<file path="src/hw/msgm_defs.svh">
`ifndef MSGM_DEFS_SVH
`define MSGM_DEFS_SVH

// register byte addresses
`define MSGM_ADDR_PART_ID 8'h13
`define MSGM_ADDR_MODE_STATUS 8'h14

// operating mode field encodings
`define MSGM_MODE_STANDBY 2'h0
`define MSGM_MODE_FAST 2'h1
`define MSGM_MODE_SLOW 2'h2
`define MSGM_MODE_TRIG 2'h3
`define MSGM_MODE_W 2

// status register field positions
`define MSGM_ERR_BIT 7
`define MSGM_CNT_HI 6
`define MSGM_CNT_LO 2
`define MSGM_CNT_W 5
`define MSGM_BUF_CNT_W 6

// buffer mode value that disables the buffer
`define MSGM_BUF_MODE_OFF 2'h0

// reset values and count saturation limit
`define MSGM_RDATA_RST 8'h00
`define MSGM_CNT_RST 5'h00
`define MSGM_CNT_MAX 5'h1f

// cycles after reset release before the strap is trusted
`define MSGM_BOOT_SETTLE 2'h3

`endif

</file>
<file path="src/hw/msgm_pkg.sv">
package msgm_pkg;
   // gray codes along standby, trigger wait, trigger measure, fast, slow
   typedef enum logic [2:0] {
      ST_STANDBY = 3'h0,
      ST_TRIG_WAIT = 3'h1,
      ST_TRIG_MEAS = 3'h3,
      ST_FAST = 3'h2,
      ST_SLOW = 3'h6
   } op_state_e;

   typedef logic [1:0] op_mode_t;
endpackage

</file>
<file path="src/hw/gate_if.sv">
`timescale 1ns/1ps
`include "msgm_defs.svh"

interface gate_if;
   logic gate_en;
   logic sample_tick;
   logic odr_tick;
   logic buf_read;
   logic [`MSGM_BUF_CNT_W-1:0] buf_cnt;
   logic buf_flush;
   logic buf_mode_wr;
   logic [1:0] buf_mode_wdata;
   logic stb_to_act;
   logic soft_rst;
   logic err;
   logic [`MSGM_CNT_W-1:0] cnt;
   logic discard;

   modport mon (
      input gate_en, sample_tick, odr_tick, buf_read, buf_cnt, buf_flush,
      input buf_mode_wr, buf_mode_wdata, stb_to_act, soft_rst,
      output err, cnt, discard
   );
   modport ctl (
      output gate_en, sample_tick, odr_tick, buf_read, buf_cnt, buf_flush,
      output buf_mode_wr, buf_mode_wdata, stb_to_act, soft_rst,
      input err, cnt, discard
   );
endinterface

</file>
<file path="src/hw/gate_monitor.sv">
`timescale 1ns/1ps
`include "msgm_defs.svh"

module gate_monitor
   import msgm_pkg::*;
(
   input wire logic i_clk,
   input wire logic i_rst,
   gate_if.mon g
);
   logic err_q;
   logic [`MSGM_CNT_W-1:0] cnt_q;
   logic discard_q;
   logic set_err;
   logic mode_off;
   logic clr;

   // ****************************************
   // clear and set conditions
   // ****************************************
   assign mode_off = g.buf_mode_wr &&
      (g.buf_mode_wdata == `MSGM_BUF_MODE_OFF);
   // overrun: sample arrives while buffer still holds data
   assign set_err = g.gate_en && g.sample_tick &&
      (g.buf_cnt != '0);
   // drained by reads, flush, disable, standby to active, soft reset
   assign clr = (g.buf_read && (g.buf_cnt == '0)) || g.buf_flush ||
      mode_off || g.stb_to_act || g.soft_rst;

   // ****************************************
   // gate error flag
   // ****************************************
   always_ff @(posedge i_clk or posedge i_rst) begin
      if (i_rst) begin
         err_q <= 1'b0;
      end else if (set_err) begin
         err_q <= 1'b1;
      end else if (clr) begin
         err_q <= 1'b0;
      end else if (g.buf_cnt == '0) begin
         err_q <= 1'b0;
      end
   end

   // ****************************************
   // elapsed period count
   // ****************************************
   always_ff @(posedge i_clk or posedge i_rst) begin
      if (i_rst) begin
         cnt_q <= `MSGM_CNT_RST;
      end else if (set_err && !err_q) begin
         cnt_q <= `MSGM_CNT_RST;
      end else if (clr || !err_q) begin
         cnt_q <= `MSGM_CNT_RST;
      end else if (g.odr_tick && (cnt_q != `MSGM_CNT_MAX)) begin
         cnt_q <= cnt_q + 5'h01;
      end
   end

   // ****************************************
   // buffer content discard on disable
   // ****************************************
   always_ff @(posedge i_clk or posedge i_rst) begin
      if (i_rst) begin
         discard_q <= 1'b0;
      end else begin
         discard_q <= mode_off;
      end
   end

   assign g.err = err_q;
   assign g.cnt = cnt_q;
   assign g.discard = discard_q;
endmodule

</file>
<file path="src/hw/mode_status_gate_monitor.sv">
`timescale 1ns/1ps
`include "msgm_defs.svh"

module mode_status_gate_monitor
   import msgm_pkg::*;
#(
   parameter logic [7:0] PART_ID = 8'h5a // arbitrary value
)
(
   input wire logic i_clk,
   input wire logic i_rst,
   input wire logic i_boot_strap_pin,
   input wire logic i_soft_reset,
   input wire logic i_motion_detection_enable,
   input wire logic i_active,
   input wire logic i_auto_sleep,
   input wire logic i_auto_wake,
   input wire logic i_second_irq_pin_trigger_select,
   input wire logic i_trigger_pin,
   input wire logic i_meas_done,
   input wire logic i_motion_state_out_enable,
   input wire logic i_motion_state_pin_select,
   input wire logic i_irq_polarity,
   input wire logic i_gate_enable,
   input wire logic i_sample_tick,
   input wire logic i_odr_tick,
   input wire logic i_buf_read,
   input wire logic [`MSGM_BUF_CNT_W-1:0] i_buf_count,
   input wire logic i_buf_flush,
   input wire logic i_buf_mode_wr,
   input wire logic [1:0] i_buf_mode_wdata,
   input wire logic [7:0] i_reg_addr,
   input wire logic i_reg_rd,
   input wire logic i_reg_wr,
   input wire logic [7:0] i_reg_wdata,
   output logic [7:0] o_reg_rdata,
   output logic o_reg_rvalid,
   output logic o_debounce_reset_orientation_function,
   output logic o_debounce_reset_change_within,
   output logic o_debounce_reset_change_outside,
   output logic o_first_irq_pin_oe,
   output logic o_first_irq_pin_out,
   output logic o_second_irq_pin_oe,
   output logic o_second_irq_pin_out,
   output logic o_buf_discard
);
   // ****************************************
   // mode field of a state
   // ****************************************
   function automatic op_mode_t mode_of(input op_state_e s);
      mode_of = `MSGM_MODE_STANDBY;
      unique case (s)
         ST_STANDBY: mode_of = `MSGM_MODE_STANDBY;
         ST_FAST: mode_of = `MSGM_MODE_FAST;
         ST_SLOW: mode_of = `MSGM_MODE_SLOW;
         ST_TRIG_WAIT: mode_of = `MSGM_MODE_TRIG;
         ST_TRIG_MEAS: mode_of = `MSGM_MODE_FAST;
         default: mode_of = `MSGM_MODE_STANDBY;
      endcase
   endfunction

   op_state_e state_q;
   op_state_e state_d;
   logic [2:0] strap_sync_q;
   logic strap_q;
   logic strap_d;
   logic [2:0] trig_sync_q;
   logic trig_lvl_q;
   logic trig_edge;
   logic boot_q;
   logic [1:0] settle_q;
   logic dbr_d;
   logic dbr_q;
   logic trig_ok;
   logic stb_to_act;
   logic motion_drive;

   gate_if g ();

   // ****************************************
   // pin synchronisers
   // ****************************************
   always_ff @(posedge i_clk or posedge i_rst) begin
      if (i_rst) begin
         strap_sync_q <= 3'h0;
         strap_q <= 1'b0;
      end else begin
         strap_sync_q <= {strap_sync_q[1:0], i_boot_strap_pin};
         strap_q <= strap_d;
      end
   end

   assign strap_d = (strap_sync_q[1] == strap_sync_q[2]) ?
      strap_sync_q[2] : strap_q;

   always_ff @(posedge i_clk or posedge i_rst) begin
      if (i_rst) begin
         trig_sync_q <= 3'h0;
         trig_lvl_q <= 1'b0;
      end else begin
         trig_sync_q <= {trig_sync_q[1:0], i_trigger_pin};
         if (trig_sync_q[1] == trig_sync_q[2]) begin
            trig_lvl_q <= trig_sync_q[2];
         end
      end
   end

   assign trig_edge = (trig_sync_q[1] == trig_sync_q[2]) &&
      trig_sync_q[2] && !trig_lvl_q;

   // ****************************************
   // boot sequencing
   // ****************************************
   always_ff @(posedge i_clk or posedge i_rst) begin
      if (i_rst) begin
         boot_q <= 1'b1;
         settle_q <= 2'h0;
      end else if (i_soft_reset) begin
         boot_q <= 1'b1;
         settle_q <= 2'h0;
      end else if (boot_q) begin
         if (settle_q == `MSGM_BOOT_SETTLE) begin
            boot_q <= 1'b0;
         end else begin
            settle_q <= settle_q + 2'h1;
         end
      end
   end

   // ****************************************
   // operating mode sequencing
   // ****************************************
   assign trig_ok = i_second_irq_pin_trigger_select && !strap_q;

   always_comb begin
      state_d = state_q;
      if (boot_q || i_soft_reset) begin
         state_d = ST_STANDBY;
         if (!i_soft_reset && (settle_q == `MSGM_BOOT_SETTLE)) begin
            state_d = (strap_d && i_motion_detection_enable) ?
               ST_FAST : ST_STANDBY;
         end
      end else if (!i_active) begin
         state_d = ST_STANDBY;
      end else begin
         unique case (state_q)
            ST_STANDBY: begin
               state_d = trig_ok ? ST_TRIG_WAIT : ST_FAST;
            end
            ST_FAST: begin
               if (trig_ok) begin
                  state_d = ST_TRIG_WAIT;
               end else if (i_auto_sleep) begin
                  state_d = ST_SLOW;
               end
            end
            ST_SLOW: begin
               if (trig_ok) begin
                  state_d = ST_TRIG_WAIT;
               end else if (i_auto_wake) begin
                  state_d = ST_FAST;
               end
            end
            ST_TRIG_WAIT: begin
               if (!trig_ok) begin
                  state_d = ST_FAST;
               end else if (trig_edge) begin
                  state_d = ST_TRIG_MEAS;
               end
            end
            ST_TRIG_MEAS: begin
               if (i_meas_done) begin
                  state_d = trig_ok ? ST_TRIG_WAIT : ST_FAST;
               end
            end
         endcase
      end
   end

   always_ff @(posedge i_clk or posedge i_rst) begin
      if (i_rst) begin
         state_q <= ST_STANDBY;
      end else begin
         state_q <= state_d;
      end
   end

   // ****************************************
   // debounce reset on mode entry
   // ****************************************
   assign dbr_d = (mode_of(state_d) != mode_of(state_q)) &&
      (mode_of(state_d) != `MSGM_MODE_STANDBY);

   always_ff @(posedge i_clk or posedge i_rst) begin
      if (i_rst) begin
         dbr_q <= 1'b0;
      end else begin
         dbr_q <= dbr_d;
      end
   end

   assign o_debounce_reset_orientation_function = dbr_q;
   assign o_debounce_reset_change_within = dbr_q;
   assign o_debounce_reset_change_outside = dbr_q;

   // ****************************************
   // motion state pin output
   // ****************************************
   assign motion_drive = i_motion_state_out_enable &&
      (mode_of(state_q) == `MSGM_MODE_FAST);

   always_ff @(posedge i_clk or posedge i_rst) begin
      if (i_rst) begin
         o_first_irq_pin_oe <= 1'b0;
         o_first_irq_pin_out <= 1'b0;
         o_second_irq_pin_oe <= 1'b0;
         o_second_irq_pin_out <= 1'b0;
      end else begin
         o_first_irq_pin_oe <= motion_drive &&
            !i_motion_state_pin_select;
         o_first_irq_pin_out <= i_irq_polarity;
         o_second_irq_pin_oe <= motion_drive && i_motion_state_pin_select &&
            !i_second_irq_pin_trigger_select;
         o_second_irq_pin_out <= i_irq_polarity;
      end
   end

   // ****************************************
   // buffer gate monitor
   // ****************************************
   assign stb_to_act = !boot_q && (state_q == ST_STANDBY) &&
      (state_d != ST_STANDBY);

   assign g.gate_en = i_gate_enable;
   assign g.sample_tick = i_sample_tick;
   assign g.odr_tick = i_odr_tick;
   assign g.buf_read = i_buf_read;
   assign g.buf_cnt = i_buf_count;
   assign g.buf_flush = i_buf_flush;
   assign g.buf_mode_wr = i_buf_mode_wr;
   assign g.buf_mode_wdata = i_buf_mode_wdata;
   assign g.stb_to_act = stb_to_act;
   assign g.soft_rst = i_soft_reset;
   assign o_buf_discard = g.discard;

   gate_monitor u_gate (
      .i_clk(i_clk),
      .i_rst(i_rst),
      .g(g.mon)
   );

   // ****************************************
   // register read port
   // ****************************************
   always_ff @(posedge i_clk or posedge i_rst) begin
      if (i_rst) begin
         o_reg_rdata <= `MSGM_RDATA_RST;
         o_reg_rvalid <= 1'b0;
      end else begin
         o_reg_rvalid <= i_reg_rd;
         if (i_reg_rd) begin
            unique case (i_reg_addr)
               `MSGM_ADDR_PART_ID: o_reg_rdata <= PART_ID;
               `MSGM_ADDR_MODE_STATUS: begin
                  o_reg_rdata <= {g.err, g.cnt, mode_of(state_q)};
               end
               default: o_reg_rdata <= `MSGM_RDATA_RST;
            endcase
         end
      end
   end

   // writes never reach any state here; port kept for bus symmetry
   logic wr_unused;
   assign wr_unused = i_reg_wr ^ (^i_reg_wdata);
endmodule

</file>
<file path="config.mk">
export PLATFORM = sky130hd
export DESIGN_NAME = mode_status_gate_monitor
export DESIGN_NICKNAME = d
export VERILOG_FILES = /design/src/hw/msgm_pkg.sv /design/src/hw/gate_if.sv /design/src/hw/gate_monitor.sv /design/src/hw/mode_status_gate_monitor.sv
export VERILOG_INCLUDE_DIRS = /design/src /design/src/hw
export SDC_FILE = /design/constraint.sdc
export NUM_CORES = 1
export LEC_CHECK = 0
export ABC_AREA = 1
export BUFFER_PORTS_ARGS = -buffer_cell sky130_fd_sc_hd__buf_2
export CELL_PAD_IN_SITES_DETAIL_PLACEMENT = 0
export CELL_PAD_IN_SITES_GLOBAL_PLACEMENT = 2
export CORE_UTILIZATION = 27
export CTS_CLUSTER_DIAMETER = 30
export DETAILED_ROUTE_END_ITERATION = 10
export PLACE_DENSITY = 0.73
export RECOVER_POWER = 25
export SYNTH_ARGS = -nofsm -noshare
export SYNTH_HDL_FRONTEND = slang
export SYNTH_SLANG_ARGS = --single-unit
</file>
<file path="constraint.sdc">
create_clock -name i_clk -period 2.13 [get_ports i_clk]
set_clock_uncertainty 0.1 [all_clocks]
set_input_delay 0.1065 -clock i_clk [delete_from_list [all_inputs] [get_ports i_clk]]
set_output_delay 0.1065 -clock i_clk [all_outputs]
set_load 0.01 [all_outputs]
</file>
Word-level counts from Yosys, hierarchy flattened
Index checks and enable logic that the tools add are counted.
{"block": "op_classes", "mux": 29, "n_reduce_logical": 43, "n_eq_ne": 17, "addsub": 2}
{"cell": "3-bit 2-to-1 mux", "n": 9}
{"cell": "1-bit logical AND", "n": 18}
{"cell": "8-bit by 5-bit equality test with 1-bit output (second input constant)", "n": 2}
{"cell": "8-bit one-hot mux with 2 select lines", "n": 1}
{"cell": "5-bit 2-to-1 mux", "n": 3}
{"cell": "3-bit one-hot mux with 5 select lines", "n": 1}
{"cell": "3-bit by 2-bit equality test with 1-bit output (second input constant)", "n": 4}
{"cell": "2-bit 2-to-1 mux", "n": 6}
{"cell": "2-bit one-hot mux with 3 select lines", "n": 2}
{"cell": "3-bit nonzero test", "n": 3}
{"cell": "1-bit zero test", "n": 7}
{"cell": "1-bit 2-to-1 mux", "n": 7}
{"cell": "3-bit by 1-bit equality test with 1-bit output (second input constant)", "n": 2}
{"cell": "3-bit equality test (second input constant)", "n": 2}
{"cell": "6-bit zero test", "n": 1}
{"cell": "1-bit logical OR", "n": 6}
{"cell": "6-bit nonzero test", "n": 1}
{"cell": "5-bit by 1-bit adder with 5-bit output (second input constant)", "n": 1}
{"cell": "5-bit inequality test (second input constant)", "n": 1}
{"cell": "2-bit nonzero test", "n": 2}
{"cell": "2-bit OR reduction", "n": 2}
{"cell": "3-bit zero test", "n": 1}
{"cell": "2-bit by 1-bit adder with 2-bit output (second input constant)", "n": 1}
{"cell": "1-bit equality test", "n": 2}
{"cell": "other kinds (6)", "n": 6}
{"block": "totals", "word_cells": 107, "in_bits": 46, "register_bits": 34, "output_inout_bits": 17}

Logic depth before layout (Yosys ltp)
{"block": "logic_depth", "depth_word": 15, "mapped_depth": 11, "depth_no_buf": 11}

By module
Synthesis repeated with hierarchy kept, for this count alone.
{"block": "hier_totals", "hier_cells": 203, "hier_area_um2": 1707.9}
{"mod": "mode_status_gate_monitor", "instances": 1, "seq_area_each_um2": 676.9, "area_per_inst_um2": 1255.0, "cells_each": 142}
{"mod": "gate_monitor", "instances": 1, "seq_area_each_um2": 175.2, "area_per_inst_um2": 452.9, "cells_each": 61}

Worst setup path before layout
No wires, ideal clock.
{"block": "synth_path", "kind": "flip-flop to flip-flop", "startpoint": "reg u_gate.cnt_q[0] (netlist: u_gate.g.cnt[0])", "endpoint": "reg u_gate.cnt_q[3] (netlist: u_gate.g.cnt[3])", "arrival_ns": 1.498, "stages_incl_launch_ff": 10, "t_required_ns": 1.910, "synth_period_minus_slack_ns": 1.718, "setup_ns": 0.120, "n_path_buf": 0, "path_slack_ns": 0.412, "cell_sequence": "dfrtp_1 > ha_1 > nand2_1 > nor2_1 > ha_1 > or2_1 > inv_2 > nand4_1 > xor2_1 > nor2_2"}
{"block": "synth_via", "elab_chain_cells": 4, "word_cells_on_any_way": 7, "classes_between": "add/sub: 1; eq/ne: 1; mux: 3; reduce/logical: 2"}
{"item": "from (decl)", "line_no": "gate_monitor.sv:12", "source": "logic [`MSGM_CNT_W-1:0] cnt_q;"}
{"item": "from (signal assigned)", "line_no": "gate_monitor.sv:50", "source": "cnt_q <= `MSGM_CNT_RST;"}
{"item": "from (signal assigned)", "line_no": "gate_monitor.sv:52", "source": "cnt_q <= `MSGM_CNT_RST;"}
{"item": "from (signal assigned)", "line_no": "gate_monitor.sv:54", "source": "cnt_q <= `MSGM_CNT_RST;"}
{"item": "5-bit by 1-bit adder with 5-bit output", "line_no": "gate_monitor.sv:56", "source": "cnt_q <= cnt_q + 5'h01;"}
{"item": "5-bit 2-to-1 mux", "line_no": "gate_monitor.sv:55", "source": "end else if (g.odr_tick && (cnt_q != `MSGM_CNT_MAX)) begin"}
{"item": "5-bit 2-to-1 mux", "line_no": "gate_monitor.sv:53", "source": "end else if (clr || !err_q) begin"}
{"item": "5-bit 2-to-1 mux", "line_no": "gate_monitor.sv:51", "source": "end else if (set_err && !err_q) begin"}
Several ways; a longest one is shown, not always the timed one. The select of a mux whose other input is x is not followed.
A chain may end at the register's enable or synchronous reset.

Worst setup path after layout
Same ends and word-level chain as after synthesis.

==> metrics.txt <==
run status=complete, no violations; worst reg-to-reg path cell count=9; cell count after synthesis=169; flop2flop setup slack=0.32 ns; crit-path max cell delay=0.42 ns; Resized cells post-CTS=0; commonest non-fill, non-tap cells in the layout=buf_2 (52), nand2_1 (36), dfrtp_1 (33); aggregate global-route resource usage=12.3%; transition time at the pin with the least slew margin=0.829 ns; number of ports placed on the die boundary=63; GRT overflow=0; Final Hold Vio Count=0; power per cell area=659 nW/µm²; Worst Setup Start Kind=flop; TritonCTS clock tree=done; MaxCap Viol Count=0; average cell area after synthesis=9.39 µm²; total leakage power=1.13 nW; CP Capture Type=flop; largest net degree at the start of global routing=35; final critical delay including setup and external delays=1.81 ns; Hold Path Origin=i_buf_read; post-route fraction of the period consumed by the critical path=85.0%; violation count after the first detailed-route iteration=42; post-route cell area=2140 µm²; number of flip-flops and latches in the synthesized netlist=34; Net Count, Synth=219; combined buffer and inverter count along the critical path=1; TritonCTS buffer count=5; proportion of register bits with asynchronous set or reset after synthesis=100%; relative area change from synthesis to final layout=34.7%; Crit Path Category=reg -> reg; die span in x=78.7 µm; leading cell type in the layout, fill and taps excluded=buf_2; number of max-slew violations in the final report=0; maximum fanout along the worst path=4; synth top area cells=dfrtp_1 (52%), nand2_1 (8.5%), nor2_1 (4.0%), inv_1 (3.8%), ha_1 (3.2%); cell type group with the largest total delay on the critical path=simple AND/OR/NAND/NOR gates; predominant post-synthesis flop cell=dfrtp_1; number of synthesized flops with an enable pin=0; Port Buf Inserts=53; Critical Path Most Common Cell=ha_1; total core area=5570 µm²; reg2reg end=u_gate.g.cnt[3]$_DFFE_PP0P_; non-filler instance count after layout=312; clock sinks=34; worst r2r src=u_gate.g.cnt[0]$_DFFE_PP0P_; endpoint required time on the critical path=2.21 ns; Vias per Instance=4.19; number of buffers inserted by hold repair at cts=13; net count reported at finish=289; highest clock frequency the design can meet=552 MHz; summed instance area of the synthesized netlist=1590 µm²; floorplan row count=27; Sum Neg Setup Slack=0 ns; initial antenna violation count=0; Max clock buf depth=2; CP cell instances=ha_1 -> nand2_1 -> nor2_1 -> ha_1 -> or2_1 -> inv_2 -> nand4_1 -> xor2_1 -> nor2_2; number of cells in the design after placement=291; vias in the first global route=1,357; Setup Buffers After CTS=0; type of the tightest min-delay check=in -> reg; fill cell total of the finished layout=580; First-pass DRT Iterations=3; setup-violating endpoint count in the final report=0; detailed-route wire length=3.26 mm; slew margin rel.=44.7%; first-pass GRT wire length=5.77 mm; share of synthesized area occupied by flip-flops and latches=53.7%; Root Buffer=clkbuf_8; largest area contributor in the synthesized netlist=dfrtp_1; DR WL/cell=10.4 µm; Synth cell types=32; Die Area=6190 µm²; end point of the worst hold path=u_gate.g.err$_DFFE_PP0P_; maximum vdd drop=0.227 mV; Clock Latency Late Sink=0.29 ns; count of inserted antenna diode cells=0; detailed-route DRC error count=0; count of antenna-violating nets left after detailed routing=0; cell with the largest stage delay on the worst path=dfrtp_1; gpl congestion=0.721; height of the die=78.7 µm; share of layout cells above drive strength 1=35.0%; Vias=1,308; Worst Path Arrival=1.89 ns; number of levels the H-tree was split into=2; DP Wirelength=2.45 mm; effective utilization at floorplan=28.5%; number of warning messages in the yosys log=0; hold depth=4; portion of synthesized cell area occupied by the leading cell type=52.1%; clock transition time at the flip-flop clock pins of the worst setup and hold paths=0.07 ns; instance area at placement=1920 µm²; RSZ-0062 raised after global routing=false
## worst max-delay path by stage
| stage | startpoint | end | slack (ns) | cells after the start |
|---|---|---|---|---|
| after floorplan | u_gate.g.cnt[0]$_DFFE_PP0P_ | u_gate.g.cnt[3]$_DFFE_PP0P_ | 0.41 | 9 |
| after global placement | u_gate.g.cnt[0]$_DFFE_PP0P_ | u_gate.g.cnt[3]$_DFFE_PP0P_ | 0.32 | 9 |
| after detailed placement | u_gate.g.cnt[0]$_DFFE_PP0P_ | u_gate.g.cnt[3]$_DFFE_PP0P_ | 0.30 | 9 |
| after CTS | u_gate.g.cnt[0]$_DFFE_PP0P_ | u_gate.g.cnt[3]$_DFFE_PP0P_ | 0.30 | 9 |
| after global routing | u_gate.g.cnt[0]$_DFFE_PP0P_ | u_gate.g.cnt[3]$_DFFE_PP0P_ | 0.13 | 9 |
| final | u_gate.g.cnt[0]$_DFFE_PP0P_ | u_gate.g.cnt[3]$_DFFE_PP0P_ | 0.32 | 9 |
## per-stage QoR
stage          util, %  power, W  hold WS [ns]  setup slack [ns]
2_1_floorplan        -  0.000850        0.0379             0.412
3_3_place_gp      34.5  0.000920         0.117             0.318
3_5_place_dp      34.5  0.000925         0.117             0.302
4_1_cts           38.4   0.00144        0.0524             0.299
5_1_grt           38.3   0.00150         0.115             0.133
6_report          38.3   0.00141        0.0623             0.320
## where the power goes
part           internal [W]  leakage (nW)  total (W)  switching [W]
Combinational     0.0000944         0.649   0.000195       0.000101
Sequential         0.000694         0.438   0.000726      0.0000325
Clock              0.000263        0.0455   0.000487       0.000223
Total               0.00105          1.13    0.00141       0.000357
## layout make-up
class	instances	area, µm²	area share (%)
clock buffers	8	90.1	4.22
flip-flops and latches	34	852	39.9
well taps	72	90.1	4.22
repair buffers	67	399	18.7
multi-input cells	109	623	29.2
inverters	22	82.6	3.86
## worst register-to-register path, cell delays in order, from the launching register on
cell	delay (ns)
dfrtp_1	0.42
ha_1	0.22
nand2_1	0.06
nor2_1	0.04
ha_1	0.16
or2_1	0.28
inv_2	0.10
nand4_1	0.09
xor2_1	0.17
nor2_2	0.05
## synth_stat cells (2+ instances only)
library cell and number:
inv_2 5, nand3_2 2, o21ai_0 4, xor2_1 3, o21ai_1 3, nand4_2 2
nand2_1 36, nand2_2 4, nand3_1 8, inv_1 16, o21a_1 2, dfrtp_1 33
nor4_1 3, buf_4 3, nor2_1 17, ha_1 4, a21oi_1 4, a21oi_2 2
nor2_2 5
## state kept, by name, summed over array words and instances (netlist names), 2 cells and up
signal        cells
trig_sync_q       3
strap_sync_q      3
settle_q          2
o_reg_rdata       8
state_q           3
u_gate.g.cnt      5
## cells by family after synthesis
kind of cell | share of synthesized area (%)
flip-flops | 53.7
XOR/XNOR | 1.66
AO/OA/AOI/OAI | 7.33
AND/OR/NAND/NOR | 25.8
buffers and inverters | 6.94
adder cells (fa/ha/maj) | 3.86
multiplexers | 0.710
## routing by layer
metal  up-vias  global-route usage (%)  part of all wire, %
met1       590                    14.6                   47
met2        35                    19.6                   45
met3         5                    3.95                  4.9
met4         0                    6.85                  2.4
met5         -                       0                    0
li1        678                       -                    -
Note: power is estimated with default switching activity, not from simulation.
